--- src/rtl/scps_regs.vh ---
// Register map, field positions, reset values and counts of the clock prescaler/switch block.
// Assumes inclusion by bare name from the rtl directory; definitions only.
`ifndef SCPS_REGS_VH
`define SCPS_REGS_VH

// ==========================================================
// Register byte offsets (one aligned 32-bit word each)
`define SCPS_OFS_OSC_CFG   4'h0
`define SCPS_OFS_OSC_STA   4'h4
`define SCPS_OFS_DIV_CTRL  4'h8
`define SCPS_OFS_PLL_CS    4'hC

// ==========================================================
// Field positions
`define SCPS_CHG_EN_BIT    7
`define SCPS_HALVE_BIT     4
`define SCPS_PLL_ENABLE_BIT      1
`define SCPS_LOCK_BIT      0
`define SCPS_RC_RUNNING_BIT      1
`define SCPS_EXT_RUNNING_BIT     0

// ==========================================================
// Reset values and codes
`define SCPS_RC_CFG_RST    4'h2
`define SCPS_EXT_CFG_RST   4'h0
`define SCPS_DIV1_CODE     4'h0
`define SCPS_DIV8_CODE     4'h3
`define SCPS_DIV_MAX_CODE  4'h8
`define SCPS_DIV_MAX_N     9'h100

// ==========================================================
// Timing counts, in system clock cycles
`define SCPS_CHG_WIN_CYC   3'h4

`endif

--- src/rtl/scps_top.v ---
// Clock control: oscillator config/status, clock output pin, glitch-free
// system prescaler with protected change sequence, PLL front end.
// Assumes an Avalon-MM master on sys_clk_i; fuses and oscillator/PLL status
// arrive asynchronously and are synchronised here.
`timescale 1ns/10ps
`default_nettype none
`include "scps_regs.vh"

// Summary of operation
// - Reset loads RC config field with 0010
// - Ext config from fuses; software may rewrite
// - Status bits seven to two read zero
// - RC-running bit follows RC oscillator
// - Ext-running bit follows external oscillator
// - Fuse drives clock pin, even in reset
// - Pin carries the divided system clock; half the system clock at code 0
// - One division factor for all domains
// - Factor changes only at period boundary
// - New rate active within old plus new period
// - Enable updates only with other bits zero
// - Enable clears after four cycles or write
// - Rewriting enable neither restarts nor clears
// - Reset divider code zero or divide-by-8
// - Any written division code accepted
// - Codes 0..8 give 1..256, doubling
// - PLL core makes 32..96 MHz from 8
// - PLL input prescaler passes or halves
// - Lock flag sticks until PLL disabled
module scps_top (
  input  wire        sys_clk_i,
  input  wire        rst_i,
  input  wire        ce_i,
  input  wire [3:0]  avs_address_i,
  input  wire        avs_read_i,
  input  wire        avs_write_i,
  input  wire [31:0] avs_writedata_i,
  input  wire [3:0]  avs_byteenable_i,
  output reg  [31:0] avs_readdata_o,
  output reg         avs_waitrequest_o,
  input  wire        div8_fuse_i,
  input  wire        clock_out_fuse_i,
  input  wire        ext_fuse_sel_i,
  input  wire [3:0]  ext_fuse_cfg_i,
  input  wire        rc_osc_on_i,
  input  wire        ext_osc_on_i,
  input  wire        pll_lock_i,
  output reg  [3:0]  rc_osc_config_o,
  output reg  [3:0]  ext_osc_config_o,
  output reg  [3:0]  domain_clk_en_o,
  output reg         clock_out_pin_o,
  output reg         clock_out_pin_oe_n_o,
  output reg         pll_enable_o,
  output reg         pll_input_halve_o,
  output reg         pll_ref_en_o
);

  // ==========================================================
  // Input synchronisers
  reg  [9:0] sync1_r;
  reg  [9:0] sync2_r;

  always @(posedge sys_clk_i) begin
    if (ce_i) begin
      sync1_r <= {pll_lock_i, ext_osc_on_i, rc_osc_on_i, ext_fuse_cfg_i,
                  ext_fuse_sel_i, clock_out_fuse_i, div8_fuse_i};
      sync2_r <= sync1_r;
    end
  end

  wire       div8_fuse_s  = sync2_r[0];
  wire       clkout_fuse_s = sync2_r[1];
  wire       ext_sel_s    = sync2_r[2];
  wire [3:0] ext_cfg_s    = sync2_r[6:3];
  wire       rc_on_s      = sync2_r[7];
  wire       ext_on_s     = sync2_r[8];
  wire       lock_s       = sync2_r[9];

  // ==========================================================
  // Bus decode
  // Access completes on the edge where waitrequest is seen low.
  wire       acc_req  = avs_read_i | avs_write_i;
  wire       wr_acc   = avs_write_i & ~avs_waitrequest_o & avs_byteenable_i[0];
  wire [7:0] wd       = avs_writedata_i[7:0];
  wire       hit_osc  = (avs_address_i == `SCPS_OFS_OSC_CFG);
  wire       hit_sta  = (avs_address_i == `SCPS_OFS_OSC_STA);
  wire       hit_div  = (avs_address_i == `SCPS_OFS_DIV_CTRL);
  wire       hit_pll  = (avs_address_i == `SCPS_OFS_PLL_CS);

  // ==========================================================
  // Registers
  reg        chg_en_r;
  reg  [2:0] win_r;
  reg  [3:0] sel_pend_r;
  reg  [3:0] cur_sel_r;
  reg  [7:0] cnt_r;
  reg        phase_r;
  reg        ref_tog_r;
  reg        pll_locked_r;
  reg  [7:0] rd_mux;

  always @* begin
    rd_mux = 8'h00;
    if (hit_osc) begin
      rd_mux = {rc_osc_config_o, ext_osc_config_o};
    end else if (hit_sta) begin
      rd_mux = {6'h00, rc_on_s, ext_on_s};
    end else if (hit_div) begin
      rd_mux = {chg_en_r, 3'h0, sel_pend_r};
    end else if (hit_pll) begin
      rd_mux = {3'h0, pll_input_halve_o, 2'h0, pll_enable_o, pll_locked_r};
    end
  end

  always @(posedge sys_clk_i) begin
    if (rst_i) begin
      avs_waitrequest_o <= 1'b1;
      avs_readdata_o    <= 32'h00000000;
    end else if (ce_i) begin
      if (acc_req && avs_waitrequest_o) begin
        avs_waitrequest_o <= 1'b0;
        avs_readdata_o    <= {24'h000000, rd_mux};
      end else begin
        avs_waitrequest_o <= 1'b1;
      end
    end
  end

  // ==========================================================
  // Oscillator configuration
  always @(posedge sys_clk_i) begin
    if (rst_i) begin
      rc_osc_config_o  <= `SCPS_RC_CFG_RST;
      ext_osc_config_o <= ext_sel_s ? ext_cfg_s : `SCPS_EXT_CFG_RST;
    end else if (ce_i) begin
      if (wr_acc && hit_osc) begin
        // Codes are not policed; the oscillator must see what was written
        rc_osc_config_o  <= wd[7:4];
        ext_osc_config_o <= wd[3:0];
      end
    end
  end

  // ==========================================================
  // Protected divider change sequence
  wire en_wr = wr_acc & hit_div & wd[`SCPS_CHG_EN_BIT] & (wd[6:0] == 7'h00);
  wire ps_wr = wr_acc & hit_div & ~wd[`SCPS_CHG_EN_BIT] & chg_en_r;

  always @(posedge sys_clk_i) begin
    if (rst_i) begin
      chg_en_r   <= 1'b0;
      win_r      <= 3'h0;
      sel_pend_r <= div8_fuse_s ? `SCPS_DIV8_CODE : `SCPS_DIV1_CODE;
    end else if (ce_i) begin
      if (ps_wr) begin
        chg_en_r   <= 1'b0;
        sel_pend_r <= wd[3:0];
      end else if (chg_en_r) begin
        // Further enable writes land here and are ignored
        win_r <= win_r + 3'h1;
        if (win_r == (`SCPS_CHG_WIN_CYC - 3'h1)) begin
          chg_en_r <= 1'b0;
        end
      end else if (en_wr) begin
        chg_en_r <= 1'b1;
        win_r    <= 3'h0;
      end
    end
  end

  // ==========================================================
  // Prescaler
  function [8:0] scps_factor;
    input [3:0] code;
    begin
      // Reserved codes divide by the largest factor, never faster
      if (code > `SCPS_DIV_MAX_CODE) begin
        scps_factor = `SCPS_DIV_MAX_N;
      end else begin
        scps_factor = 9'h001 << code;
      end
    end
  endfunction

  wire [8:0] cur_n   = scps_factor(cur_sel_r);
  wire       tick    = ({1'b0, cnt_r} == (cur_n - 9'h001));
  wire [8:0] nxt_n   = tick ? scps_factor(sel_pend_r) : cur_n;
  wire [7:0] cnt_nxt = tick ? 8'h00 : (cnt_r + 8'h01);
  wire [8:0] half_n  = nxt_n >> 1;
  wire       phase_nxt = (nxt_n == 9'h001) ? ~phase_r : ({1'b0, cnt_nxt} < half_n);

  always @(posedge sys_clk_i) begin
    if (rst_i) begin
      cur_sel_r       <= div8_fuse_s ? `SCPS_DIV8_CODE : `SCPS_DIV1_CODE;
      cnt_r           <= 8'h00;
      phase_r         <= 1'b0;
      domain_clk_en_o <= 4'h0;
      clock_out_pin_o <= 1'b0;
      clock_out_pin_oe_n_o <= ~clkout_fuse_s;
    end else if (ce_i) begin
      // New code taken only when the running period ends, so no
      // shortened pulse and no rate above old or new appears
      if (tick) begin
        cur_sel_r <= sel_pend_r;
      end
      cnt_r           <= cnt_nxt;
      phase_r         <= phase_nxt;
      domain_clk_en_o <= {4{tick}};
      clock_out_pin_o <= clkout_fuse_s & phase_nxt;
      clock_out_pin_oe_n_o <= ~clkout_fuse_s;
    end
  end

  // ==========================================================
  // PLL front end
  // Analog core itself is outside; only enable, reference gating and lock flag here
  wire pll_enable_nxt  = (wr_acc && hit_pll) ? wd[`SCPS_PLL_ENABLE_BIT] : pll_enable_o;
  wire halve_nxt = (wr_acc && hit_pll) ? wd[`SCPS_HALVE_BIT] : pll_input_halve_o;

  always @(posedge sys_clk_i) begin
    if (rst_i) begin
      pll_enable_o      <= 1'b0;
      pll_input_halve_o <= 1'b0;
      pll_locked_r      <= 1'b0;
      ref_tog_r         <= 1'b0;
      pll_ref_en_o      <= 1'b0;
    end else if (ce_i) begin
      pll_enable_o      <= pll_enable_nxt;
      pll_input_halve_o <= halve_nxt;
      pll_locked_r      <= pll_enable_nxt & (pll_locked_r | lock_s);
      ref_tog_r         <= halve_nxt ? ~ref_tog_r : 1'b0;
      pll_ref_en_o      <= ~halve_nxt | ~ref_tog_r;
    end
  end

endmodule // scps_top
`default_nettype wire

--- config.mk ---
export PLATFORM = sky130hd
export DESIGN_NAME = scps_top
export DESIGN_NICKNAME = d
export VERILOG_FILES = /design/src/rtl/scps_top.v
export VERILOG_INCLUDE_DIRS = /design/src /design/src/rtl
export SDC_FILE = /design/constraint.sdc
export NUM_CORES = 1
export LEC_CHECK = 0
export BUFFER_PORTS_ARGS = -buffer_cell sky130_fd_sc_hd__buf_4
export CORE_MARGIN = 4
export CORE_UTILIZATION = 47
export DETAILED_ROUTE_END_ITERATION = 6
export GPL_ROUTABILITY_DRIVEN = 0
export HOLD_SLACK_MARGIN = 0.15
export PLACE_DENSITY = 0.84
export SYNTH_ARGS = -nofsm -noshare
export SYNTH_HDL_FRONTEND = slang
export SYNTH_SLANG_ARGS = --single-unit
--- constraint.sdc ---
create_clock -name sys_clk_i -period 4.2 [get_ports sys_clk_i]
set_input_delay 0.63 -clock sys_clk_i [delete_from_list [all_inputs] [get_ports sys_clk_i]]
set_output_delay 0.63 -clock sys_clk_i [all_outputs]
set_load 0.01 [all_outputs]
### Yosys cells after proc, flatten, opt, wreduce, memory -nomap -nowiden

Cells that the tools add are included.

* reductions and logical operators: 16
* bitwise operators: 19
* equality and inequality tests: 6
* add/sub/neg operators: 3
* magnitude comparators: 3
* muxes and demuxes: 32
* shift operators: 2

Operators by type and width (count)
* $mux 4: 10
* $mux 8: 4
* $mux 9: 3
* $shl 1x4->9 const A: 2
* $mux 1: 11
* $reduce_and 2->1: 5
* $reduce_bool 2->1: 5
* $and 1x1->1: 9
* $eq 8x9->1: 1
* $eq 9x1->1 const B: 1
* $sub 9x1->9 const B: 1
* $add 8x1->8 const B: 1
* $eq 4x4->1 const B: 2
* $gt 4x4->1 const B: 2
* $lt 8x8->1: 1
* $logic_not 7->1: 1
* $not 1->1: 7
* $mux 3: 2
* $mux 5: 1
* $eq 4x3->1 const B: 1
* $logic_not 4->1: 1
* $add 3x1->3 const B: 1
* $eq 3x2->1 const B: 1
* $logic_and 1x1->1: 3
* 3 further kinds: 5

* output and inout bits: 50
* register bits after elaboration: 66

### Depth between registers and ports, before layout

Gate-level depths: netlist of run 1.

* word-level depth: 9
* depth in mapped cells: 20
* mapped depth without buffers: 16

### Worst setup path after synthesis of run 1

No wires, ideal clock.

* kind: register -> register
* from: reg cur_sel_r[0]
* to: reg clock_out_pin_o
* stages on the path, launching flop included: 20
* path buffers: 4
* clock period less this slack: 4.347 ns
* arrival: 4.273 ns
* slack: -0.147 ns
* required time: 4.127 ns
* cells stage by stage: edfxtp_1 > or4_1 > buf_2 > ha_1 > buf_2 > or4_1 > a21boi_1 > o221ai_1 > and4_1 > buf_6 > buf_12 > nor4_1 > a21oi_2 > ha_1 > a211oi_1 > nor2_1 > or3_1 > o21ai_0 > nand4_2 > o211ai_2

* word-level cells in the longest chain between the ends: 8
* elaborated cells on any way between the ends: 11

Ends and longest elaborated chain
* start, declared: RTL line scps_top.v:94 `reg [3:0] cur_sel_r;`
* start signal, assigned: RTL line scps_top.v:193 `` cur_sel_r <= div8_fuse_s ? `SCPS_DIV8_CODE : `SCPS_DIV1_CODE; ``
* start signal, assigned: RTL line scps_top.v:203 `cur_sel_r <= sel_pend_r;`
* $gt 4x4->1 (no source line) or $shl 1x4->9 (tied branches)
* $mux 9 (*): RTL line scps_top.v:176 `` if (code > `SCPS_DIV_MAX_CODE) begin ``
* $sub 9x1->9: RTL line scps_top.v:185 `wire tick = ({1'b0, cnt_r} == (cur_n - 9'h001));`
* $eq 8x9->1: RTL line scps_top.v:185
* $mux 8 or $mux 9 (tied branches): RTL line scps_top.v:187, scps_top.v:186
* $lt 8x8->1 or $eq 9x1->1 (tied branches): RTL line scps_top.v:189 `wire phase_nxt = (nxt_n == 9'h001) ? ~phase_r : ({1'b0, cnt_nxt} < half_n);`
* $mux 1 (*): RTL line scps_top.v:189
* $and 1x1->1 (*): RTL line scps_top.v:208 `clock_out_pin_o <= clkout_fuse_s & phase_nxt;`
* end signal, assigned: RTL line scps_top.v:208
* end, declared: RTL line scps_top.v:50 `output reg clock_out_pin_o,`

Mark *: on every way between the ends. The rest lies on a longest branch, timed or not.
A chain may end at the register's enable or synchronous reset.

### Worst setup path in the final report of run 1

* from: reg cur_sel_r[3]
* to: reg phase_r

* word-level cells in the longest chain between the ends: 7
* elaborated cells on any way between the ends: 10

Ends and longest elaborated chain
* $gt 4x4->1 (no source line) or $shl 1x4->9 (tied branches)
* $mux 9 (*): RTL line scps_top.v:176
* $sub 9x1->9 (*): RTL line scps_top.v:185
* $eq 8x9->1 (*): RTL line scps_top.v:185
* $mux 8 (*): RTL line scps_top.v:187 `wire [7:0] cnt_nxt = tick ? 8'h00 : (cnt_r + 8'h01);`
* net cnt_nxt[1]: RTL line scps_top.v:187
* $lt 8x8->1 (*): RTL line scps_top.v:189
* $mux 1 (*): RTL line scps_top.v:189
* end signal, assigned: RTL line scps_top.v:206 `phase_r <= phase_nxt;`
* end, declared: RTL line scps_top.v:96 `reg phase_r;`

Mark *: on every way through the listed nets, which the timed path passes. The rest lies on a longest branch.

==> results of run 1 <==
kinds of logic after synthesis:
group	Yosys count
other cells	1
simple gates	152
compound gates	72
fa+ha+maj	11
buf+inv	60
mux	12
xor+xnor	11
flops	66
path summary, 6_finish.rpt:
kind | slack (ns) | startpoint | end | cells after the start
max | 0.17 | cur_sel_r[3] | phase_r | 16
min | 0.42 | sync1_r[7] | sync2_r[7] | 0
max reg2reg | 0.17 | cur_sel_r[3] | phase_r | 16
min reg2reg | 0.42 | sync1_r[7] | sync2_r[7] | 0
report_power, final:
part	leakage (µW)	switching [µW]	total (µW)	internal, µW
Sequential	0.000593	22.1	734	712
Combinational	0.00107	116	201	85.1
Clock	0.0000909	227	499	272
Total	0.00176	365	1430	1070
sequential cells by signal, indices dropped and copies added, names as in the netlist, 3 cells and up:
| name | cells |
|---|---|
| sync1_r | 10 |
| sync2_r | 10 |
| avs_readdata_o | 8 |
| cnt_r | 8 |
| cur_sel_r | 4 |
| ext_osc_config_o | 4 |
| rc_osc_config_o | 4 |
| sel_pend_r | 4 |
| win_r | 3 |
per-layer routing:
layer / vias up / GRT usage [%] / wire length, µm
met1: 1445 / 20.1 / 3280
met5: - / 0 / 0
met2: 146 / 30.7 / 4500
li1: 1439 / - / -
met4: 0 / 10.2 / 312
met3: 29 / 4.11 / 568
through the flow:
step                      setup slack (ns)  setup TNS [ns]  std cells  hold slack (ns)  power (µW)
after global routing                0.0279               0        541            0.431        1490
after floorplan                     0.0213               0        408            0.400         880
after CTS                           0.0323               0        539            0.421        1440
after detailed placement           -0.0930          -0.162        523            0.405         941
after global placement               0.101               0        523            0.400         930
final                                0.170               0        541            0.420        1430
cell usage in the layout (no fill, tap or decap), types with 3 or more instances in the layout:
cell / count
nor4b_1: 5
dfxtp_1: 33
a21oi_2: 3
mux2i_1: 10
a31o_2: 4
nor3b_1: 4
ha_1: 10
o21bai_1: 4
and3_1: 5
nor2b_1: 7
or3_1: 3
nor3_1: 13
conb_1: 24
nand3_1: 17
edfxtp_1: 33
a21o_1: 5
clkbuf_8: 9
o21ai_0: 9
inv_1: 8
a22oi_1: 4
a221oi_1: 3
nand2_1: 35
nor2_1: 38
xnor2_1: 7
xor2_1: 4
buf_4: 66
a21oi_1: 17
final cells by class:
class	instances	share of cell area (%)
tap	102	2.93
multi-input combinational	282	42.7
clock buffer	11	3.02
timing repair buffer	66	11.4
sequential	66	38.0
inverter	9	0.777
clock inverter	5	1.27
worst max-delay path: stages, from the launching register on:
cell	delay (ns)
edfxtp_1	0.39
or4_4	0.57
ha_4	0.20
or3_1	0.39
and2_1	0.18
o221ai_2	0.23
and4_4	0.31
buf_4	0.19
buf_4	0.17
and2b_1	0.21
ha_1	0.20
nand3_1	0.08
a21oi_1	0.06
or3_4	0.38
o22ai_2	0.16
nand2_1	0.08
o221ai_1	0.17
timing repair:
| action | in CTS | in global routing |
|---|---|---|
| endpoints found under the setup margin | 2 | 2 |
| resized for setup | 2 | 7 |
| pin swaps | 0 | 1 |
| hold endpoints to repair | 0 | 0 |
| setup buffers | 0 | 2 |
==> results.md, run 1 <==
- Setup violations, final: 0
- Ys flop type: edfxtp_1
- Max Buffers Root-to-Sink: 2
- Chip width: 96.7 µm
- Mux contribution to synthesized area: 3.92%
- Mean Syn Cell Area: 9.61 µm²
- Worst path arrival time: 4.28 ns
- Post-synth top area cell: edfxtp_1
- Yosys Warn Count: 0
- Period utilization: 96.0%
- Area of the die: 0.00936 mm²
- EDFF count, synth: 33
- Largest net degree at the start of global routing: 50
- CP Data Required Time: 4.45 ns
- Seq/Total Area, Yosys: 44.6%
- Rel. slew slack: 44.8%
- Worst-Margin Slew: 0.825 ns
- DP HPWL: 6390 µm
- Final core utilization: 56.6%
- Post-route design area: 0.00435 mm²
- Clock transition at path regs: 0.07 ns
- Final Hold Fails: 0
- # IOs: 105
- Vias: 3059
- Top-area cell type share of the netlist area: 26.8%
- First-pass DRT Iterations: 5
- Clk sink count: 66
- Clock latency on the worst-skew pair: 0.33 ns
- Number of library cell types mapped by synthesis: 63
- FF/Latch Area: 0.00165 mm²
- Total GRT Usage: 17.8%
- Max-slew violation count: 0
- Worst-path fanout max: 9
- GRT overflow: 0
- Pleak: 0.00176 µW
- Worst hold path class: flip-flop to flip-flop
- Unrepaired setup endpoints after global routing: false
- Adder-cell share of the synthesized area: 3.72%
- Top cells by area, synth: edfxtp_1, dfxtp_1, buf_4, nor2_1, ha_1
- Simple-Gate Fraction of Synth Area: 21.4%
- CTS Hold Bufs: 0
- DR iter-0 viols: 152
- Crit path kind: flip-flop to flip-flop
- Buffers on Ports: 53
- Minimum clock period: 4.03 ns
- Cells after Synth: 385
- Worst vdd ir: 256 µV
- Routed wire length per instance: 16.0 µm
- Fmax: 248 MHz
- Post-Synth XOR/XNOR Area: 2.60%
- Area occupied by multi-input gates: 0.00186 mm²
- P&R area growth vs syn: 17.5%
- Antenna violations before repair: 0
- Post-route ant nets: 0
- Critical path endpoint category: flip-flop
- Leading cell type by number of instances after synthesis: nor2_1
- N_diodes: 0
- Share of cells above drive strength 1: 25.1%
- PwrDens: 330 mW/mm²
- CTS tree: yes
- Synth Area in Compound Gates: 14.0%
- Main combinational cell family by area after synthesis: simple AND/OR/NAND/NOR gates
- Worst setup SP type: flip-flop
- Clock skew: 0.00717 ns
- CTS buffer count: 9
- Post-synth ARST share: 0%
- List of most frequent post-synthesis cells: nor2_1, nand2_1, dfxtp_1, edfxtp_1, buf_4
- Via density: 5.65
- Fillcell total: 661
- Routed WL: 8660 µm
- DP Area: 0.00411 mm²
- Die H: 96.7 µm
- Outcome: complete, no violations
- Vias in the first global route: 2962
- Core ar.: 0.00769 mm²
- Cell row count: 32
- Final net count: 500
- Max-cap violations: 0
- Synthesized area: 0.00370 mm²
- DR DRC count: 0
- First-pass GRT wire length: 13700 µm
- Root buf cell: clkbuf_8
- #FFs+latches synth: 66
- Clock H-tree levels: 3
- Initial Utilization: 48.1%
No activity file was read; power rests on OpenSTA's default activity.
==> inputs of run 2 (changes only) <==
Settings changed: ABC_AREA set to 1, PLACE_DENSITY 0.84 to 0.85.
==> results.md, run 2 <==
- Outcome: complete, no violations
- Pleak: 0.00185 µW (+5.2%)
- Post-route ant nets: 0 (unchanged)
- Mean Syn Cell Area: 8.17 µm² (-15%)
- Vias in the first global route: 2845 (-4.0%)
- Max Buffers Root-to-Sink: 2 (unchanged)
- CTS Hold Bufs: 0 (unchanged)
- Final core utilization: 56.9% (+0.35 points)
- Worst-path fanout max: 16 (+7)
- Routed wire length per instance: 13.8 µm (-14%)
- Ys flop type: edfxtp_1
- Worst hold path class: flip-flop to flip-flop
- Max-cap violations: 0 (unchanged)
- Chip width: 94.4 µm (-2.5%)
- Sw Ratio: 25.4% (about the same)
- Max-slew violation count: 0 (unchanged)
- Top-area cell type share of the netlist area: 28.3% (+1.5 points)
- Unrepaired setup endpoints after global routing: false
- Cells after Synth: 429 (+11%)
- # IOs: 105 (unchanged)
- Clock skew: 0.00751 ns (+0.000342 ns)
- Comb pwr share: 11.1% (-2.9 points)
- #FFs+latches synth: 66 (unchanged)
- Cell row count: 31 (-3.1%)
- Commonest non-fill, non-tap cells in the layout: nand2_1, inv_1, buf_4
- Fin Setup TNS: 0 ns (unchanged)
- Number of library cell types mapped by synthesis: 40 (-37%)
- Worst Reg-to-Reg Cells: 25 (+9)
- Post-synth ARST share: 0% (unchanged)
- Leading cell type by number of instances after synthesis: nand2_1
- Minimum clock period: 3.45 ns (-0.581 ns)
- Seq/Total Area, Yosys: 47.1% (+2.5 points)
- Hold_sp: sync1_r[0]
- Antenna violations before repair: 0 (unchanged)
- DP HPWL: 6100 µm (-4.6%)
- Final Hold Fails: 0 (unchanged)
- Worst setup SP type: flip-flop
- Final net count: 549 (+9.8%)
- Top Registers: sync1_r (10), sync2_r (10)
- P&R area growth vs syn: 17.9%
- Die H: 94.4 µm (-2.5%)
- Clock transition at path regs: 0.08 ns (about the same)
- Hold path depth: 0 (unchanged)
- Total GRT Usage: 18.9% (+1.1 points)
- Period utilization: 82.1% (-14 points)
- First-pass GRT wire length: 13100 µm (-4.5%)
- Routed WL: 8120 µm (-6.2%)
- Core ar.: 0.00725 mm² (-5.6%)
- First-pass DRT Iterations: 6 (+1)
- Post-CTS Setup Inserts: 0 (unchanged)
- DR DRC count: 0 (unchanged)
- Synthesized area: 0.00350 mm² (-5.3%)
- Clock latency on the worst-skew pair: 0.35 ns (+0.02 ns)
- CP Data Required Time: 4.43 ns (-0.02 ns)
- Clock power share: 41.4% (+6.6 points)
- Post-synth top area cell: edfxtp_1
- N_diodes: 0 (unchanged)
- Fillcell total: 631 (-4.5%)
- PwrDens: 372 mW/mm² (+13%)
- Largest net degree at the start of global routing: 31 (-38%)
- Clk sink count: 66 (unchanged)
- Vias: 3058 (-0.033%)
- Cell Int Power: 1150 µW (+7.2%)
- Root buf cell: clkbuf_8
- Post_cts resized: 0 (-2)
- List of most frequent post-synthesis cells: nand2_1, inv_1, nor2_1, dfxtp_1, edfxtp_1
- EDFF count, synth: 33 (unchanged)
- R2r setup slk: 0.75 ns (+0.58 ns)
- Critical path endpoint category: flip-flop
- Worst vdd ir: 422 µV (+65%)
- Post-route design area: 0.00413 mm² (-5.1%)
- Clock H-tree levels: 3 (unchanged)
- Fmax: 290 MHz (+17%)
- R2R Path Start: cur_sel_r[3]
- Top cells by area, synth: edfxtp_1, dfxtp_1, nand2_1, inv_1, buf_4
- Net load switching power: 391 µW (+7.2%)
- Worst path arrival time: 3.68 ns (-0.60 ns)
- Reg power frac: 47.5% (-3.7 points)
- DR iter-0 viols: 255 (+68%)
- CTS tree: yes
- Rel. slew slack: 54.5% (+9.8 points)
- Most common cell after layout, fill and taps aside: nand2_1
- Initial Utilization: 48.3% (+0.17 points)
- Setup violations, final: 0 (unchanged)
- CTS buffer count: 9 (unchanged)
- DP Area: 0.00389 mm² (-5.4%)
- Buffers on Ports: 53 (unchanged)
- Reg-to-reg endpoint: phase_r
- Area of the die: 0.00890 mm² (-4.9%)
- Via density: 5.21 (-7.9%)
- WHS Endpoint: sync2_r[0]
- Overall Power: 1540 µW (+7.2%)
- Crit path kind: flip-flop to flip-flop
- Yosys Warn Count: 0 (unchanged)
- Worst-Margin Slew: 0.676 ns (-0.149 ns)
- GRT overflow: 0 (unchanged)
- Share of cells above drive strength 1: 18.2% (-6.8 points)
==> run 2: power groups by stage <==
stage          registers [µW]  clock network, µW  logic (µW)
2_1_floorplan             743                  0         119
3_3_place_gp              743                  0         161
3_5_place_dp              744                  0         167
4_1_cts                   730                639         169
5_1_grt                   733                673         190
6_report                  730                637         171
==> run 2: worst max-delay path by stage <==
stage,slack (ns),startpoint,endpoint
after global placement,0.91,cur_sel_r[3],phase_r
final,0.75,cur_sel_r[3],phase_r
after floorplan,1.32,cur_sel_r[3],phase_r
after global routing,0.46,cur_sel_r[3],phase_r
after CTS,0.79,cur_sel_r[3],phase_r
after detailed placement,0.87,cur_sel_r[3],phase_r
==> run 2: final cells by class <==
cell class	instances	area, µm²	area share, %
clock buffers	10	149	3.60
clock inverters	6	95.1	2.30
inverters	67	251	6.09
multi-input cells	286	1460	35.4
flip-flops and latches	66	1650	40.0
well taps	99	124	3.00
repair buffers	53	398	9.63
==> run 2: routing by layer <==
layer  vias up  share of wire, %  global-route usage (%)  wire length (µm)
li1       1477                 -                       -                 -
met1      1417                39                    22.6              3180
met2       146                50                    33.0              4090
met3        18               8.5                    3.67               693
met4         0               2.0                    7.70               160
met5         -                 0                       0                 0
==> run 2: critical path, stage by stage (launching register included) <==
cell,delay (ns)
edfxtp_1,0.50
nor2_2,0.25
nand2_1,0.16
ha_1,0.34
inv_1,0.14
nand2_1,0.07
nand2_1,0.06
nand2_1,0.06
nand2_1,0.07
nor2_1,0.04
nand2_1,0.10
nor2_4,0.05
nand2_4,0.17
inv_1,0.16
o21ai_0,0.27
inv_1,0.08
ha_1,0.30
nand2_1,0.06
inv_1,0.04
nand2_1,0.05
nand2_1,0.07
nand2_1,0.05
nand2_1,0.05
nand2_1,0.06
nand2_1,0.07
o21ai_2,0.05
==> run 2: through the flow <==
stage / setup slack (ns) / instances / hold slack, ns
2_1_floorplan: 1.32 / 452 / 0.400
6_report: 0.750 / 587 / 0.422
3_3_place_gp: 0.913 / 571 / 0.401
3_5_place_dp: 0.867 / 571 / 0.405
5_1_grt: 0.456 / 587 / 0.431
4_1_cts: 0.795 / 587 / 0.423
==> run 2: cells by family after synthesis <==
group | count (synthesis) | synth area share [%]
DFF | 66 | 47.1
xor gates and xnor gates | 2 | 0.500
buffers and inverters | 100 | 13.6
AOI/OAI and AO/OA | 73 | 12.7
other | 1 | 0.107
adders and majority gates | 11 | 3.93
and+or+nand+nor | 176 | 22.0
==> inputs of run 3 (changes only) <==
Settings changed: CORE_UTILIZATION 47 to 52, PLACE_DENSITY 0.85 to 0.88.
Clock period 4.2 ns to 3.55 ns, I/O delays scaled along.
==> results.md, run 3 (synthesis gave the netlist of run 2 again) <==
- First-pass DRT Iterations: 6 (unchanged)
- Cell Int Power: 1280 µW (+12%)
- Buffers on Ports: 53 (unchanged)
- Total GRT Usage: 20.4% (+1.5 points)
- Reg power frac: 49.9% (+2.4 points)
- Worst setup SP type: flip-flop
- DR DRC count: 0 (unchanged)
- Top Registers: sync1_r (10), sync2_r (10)
- Period utilization: 91.6% (+9.4 points)
- Via density: 5.57 (+6.9%)
- Pleak: 0.00185 µW (-0.27%)
- Vias in the first global route: 3001 (+5.5%)
- Clock power share: 37.9% (-3.5 points)
- Final setup margin: 0.299 ns (-0.451 ns)
- Worst hold path class: input pin to flip-flop
- Fillcell total: 518 (-18%)
- Antenna violations before repair: 0 (unchanged)
- CP startpoint: cur_sel_r[1]
- Worst-path fanout max: 9 (-7)
- Outcome: complete, no violations
- Worst path arrival time: 3.53 ns (-0.15 ns)
- Max-cap violations: 0 (unchanged)
- Fmax: 308 MHz (+6.1%)
- CTS buffer count: 9 (unchanged)
- Comb pwr share: 12.2% (+1.1 points)
- Critical path endpoint category: flip-flop
- GRT overflow: 0 (unchanged)
- Fin Setup TNS: 0 ns (unchanged)
- Core ar.: 0.00646 mm² (-11%)
- Worst-Margin Slew: 0.657 ns (-0.0198 ns)
- Max Used Layer: met4
- Setup violations, final: 0 (unchanged)
- M1 WL: 3300 µm (+3.6%)
- Max-slew violation count: 0 (unchanged)
- Hold_sp: pll_lock_i
- Area of the die: 0.00812 mm² (-8.8%)
- WL met3: 645 µm (-6.9%)
- Largest net degree at the start of global routing: 31 (unchanged)
- Clk sink count: 66 (unchanged)
- Rel. slew slack: 55.9% (+1.3 points)
- Final Hold Fails: 0 (unchanged)
- Most common cell after layout, fill and taps aside: nand2_1
- PwrDens: 418 mW/mm² (+12%)
- Root buf cell: clkbuf_8
- Die H: 90.1 µm (-4.5%)
- Crit path kind: flip-flop to flip-flop
- DR iter-0 viols: 219 (-14%)
- Vias: 3173 (+3.8%)
- Dpl ws: 0.134 ns (-0.733 ns)
- Clock skew: 0.00718 ns (-0.000337 ns)
- First-pass GRT wire length: 13500 µm (+3.2%)
- Minimum clock period: 3.25 ns (-0.199 ns)
- DP Area: 0.00386 mm² (-0.71%)
- Clock latency on the worst-skew pair: 0.34 ns (about the same)
- Sw Ratio: 26.0% (+0.54 points)
- CTS tree: yes
- Share of cells above drive strength 1: 20.1% (+1.8 points)
- DP HPWL: 6190 µm (+1.4%)
- Clock H-tree levels: 3 (unchanged)
- Max Buffers Root-to-Sink: 2 (unchanged)
- # IOs: 105 (unchanged)
- Routed WL: 8430 µm (+3.8%)
- WHS: 0.369 ns (-0.0537 ns)
- Commonest non-fill, non-tap cells in the layout: nand2_1, inv_1, buf_4
- Post-route design area: 0.00415 mm² (+0.42%)
- Dpl cells: 549 (-3.9%)
- CP Data Required Time: 3.83 ns (-0.60 ns)
- Post-route ant nets: 0 (unchanged)
- Met2 wire len: 4120 µm (+0.91%)
- R2R Path Start: cur_sel_r[1]
- Routed wire length per instance: 14.8 µm (+6.9%)
- Worst vdd ir: 377 µV (-11%)
- Clock transition at path regs: 0.07 ns (about the same)
- Cell row count: 29 (-6.5%)
- Net load switching power: 450 µW (+15%)
- N_diodes: 0 (unchanged)
- Final net count: 554 (+0.91%)
- Initial Utilization: 54.3% (+5.9 points)
- Cell Count, Final, Fillers Out: 570 (-2.9%)
- P&R area growth vs syn: 18.4%
- Chip width: 90.1 µm (-4.5%)
-- run 3: cell count changes in the layout (fill, tap and decap cells not counted), moves of 2 or more --
cell,previous run,this run
o21ai_0,25,23
nor2_4,2,4
clkinv_4,3,0
clkinvlp_4,0,2
buf_4,53,58
-- run 3: repair_timing --
item | in CTS | in global routing
endpoints found under the setup margin | 0 | 2
gates resized for setup | 0 | 12
hold buffers | 0 | 0
setup buffers | 0 | 5
-- run 3: power by group through the flow --
stage          registers, µW  logic (µW)  clock network, µW
4_1_cts                  864         198                663
2_1_floorplan            879         140                  0
3_5_place_dp             881         197                  0
3_3_place_gp             879         189                  0
5_1_grt                  869         236                705
6_report                 866         211                657
-- run 3: final cells by class --
| cell class | count | area (µm²) | area share [%] |
|---|---|---|---|
| Clock buffer | 10 | 149 | 3.59 |
| Timing Repair Buffer | 58 | 435 | 10.5 |
| Clock inverter | 6 | 62.6 | 1.51 |
| Sequential cell | 66 | 1650 | 39.8 |
| Multi-Input combinational cell | 286 | 1500 | 36.2 |
| Inverter | 67 | 251 | 6.06 |
| Tap cell | 77 | 96.3 | 2.32 |
-- run 3: path summary, 6_finish.rpt --
path	slack (ns)	endpoint	cells past startpoint
max reg2reg	0.30	clock_out_pin_o	24
min	0.37	sync1_r[9]	1
min reg2reg	0.42	sync2_r[8]	0
max	0.30	clock_out_pin_o	24
-- run 3: stage by stage --
step                      total power, µW  util, %
final                                1730     64.2
after global routing                 1810     64.2
after CTS                            1730     63.0
after detailed placement             1080     59.7
after global placement               1070     59.7
after floorplan                      1020        -
-- run 3: per-layer routing --
layer	global-route usage [%]	vias up
met2	33.7	178
met5	0	-
li1	-	1496
met3	3.92	40
met4	12.1	0
met1	24.7	1459
-- run 3: critical path, stage by stage, from the launching register on --
cell and delay [ns]:
edfxtp_1 0.52, nor2_4 0.18, nand2_2 0.09, ha_2 0.33, inv_1 0.04, nand2_1 0.05, nand3_1 0.06, nor2_1 0.10
nand2_1 0.05, inv_1 0.04, nand2_1 0.08, nor2_4 0.19, nand2_8 0.09, nor3_4 0.23, nand2_1 0.10, o21ai_2 0.08
inv_1 0.06, ha_1 0.29, a21oi_2 0.15, o21ai_1 0.07, nor2_1 0.10, nand2_1 0.05, nand2_1 0.07, nand3_1 0.08
nand2_1 0.07
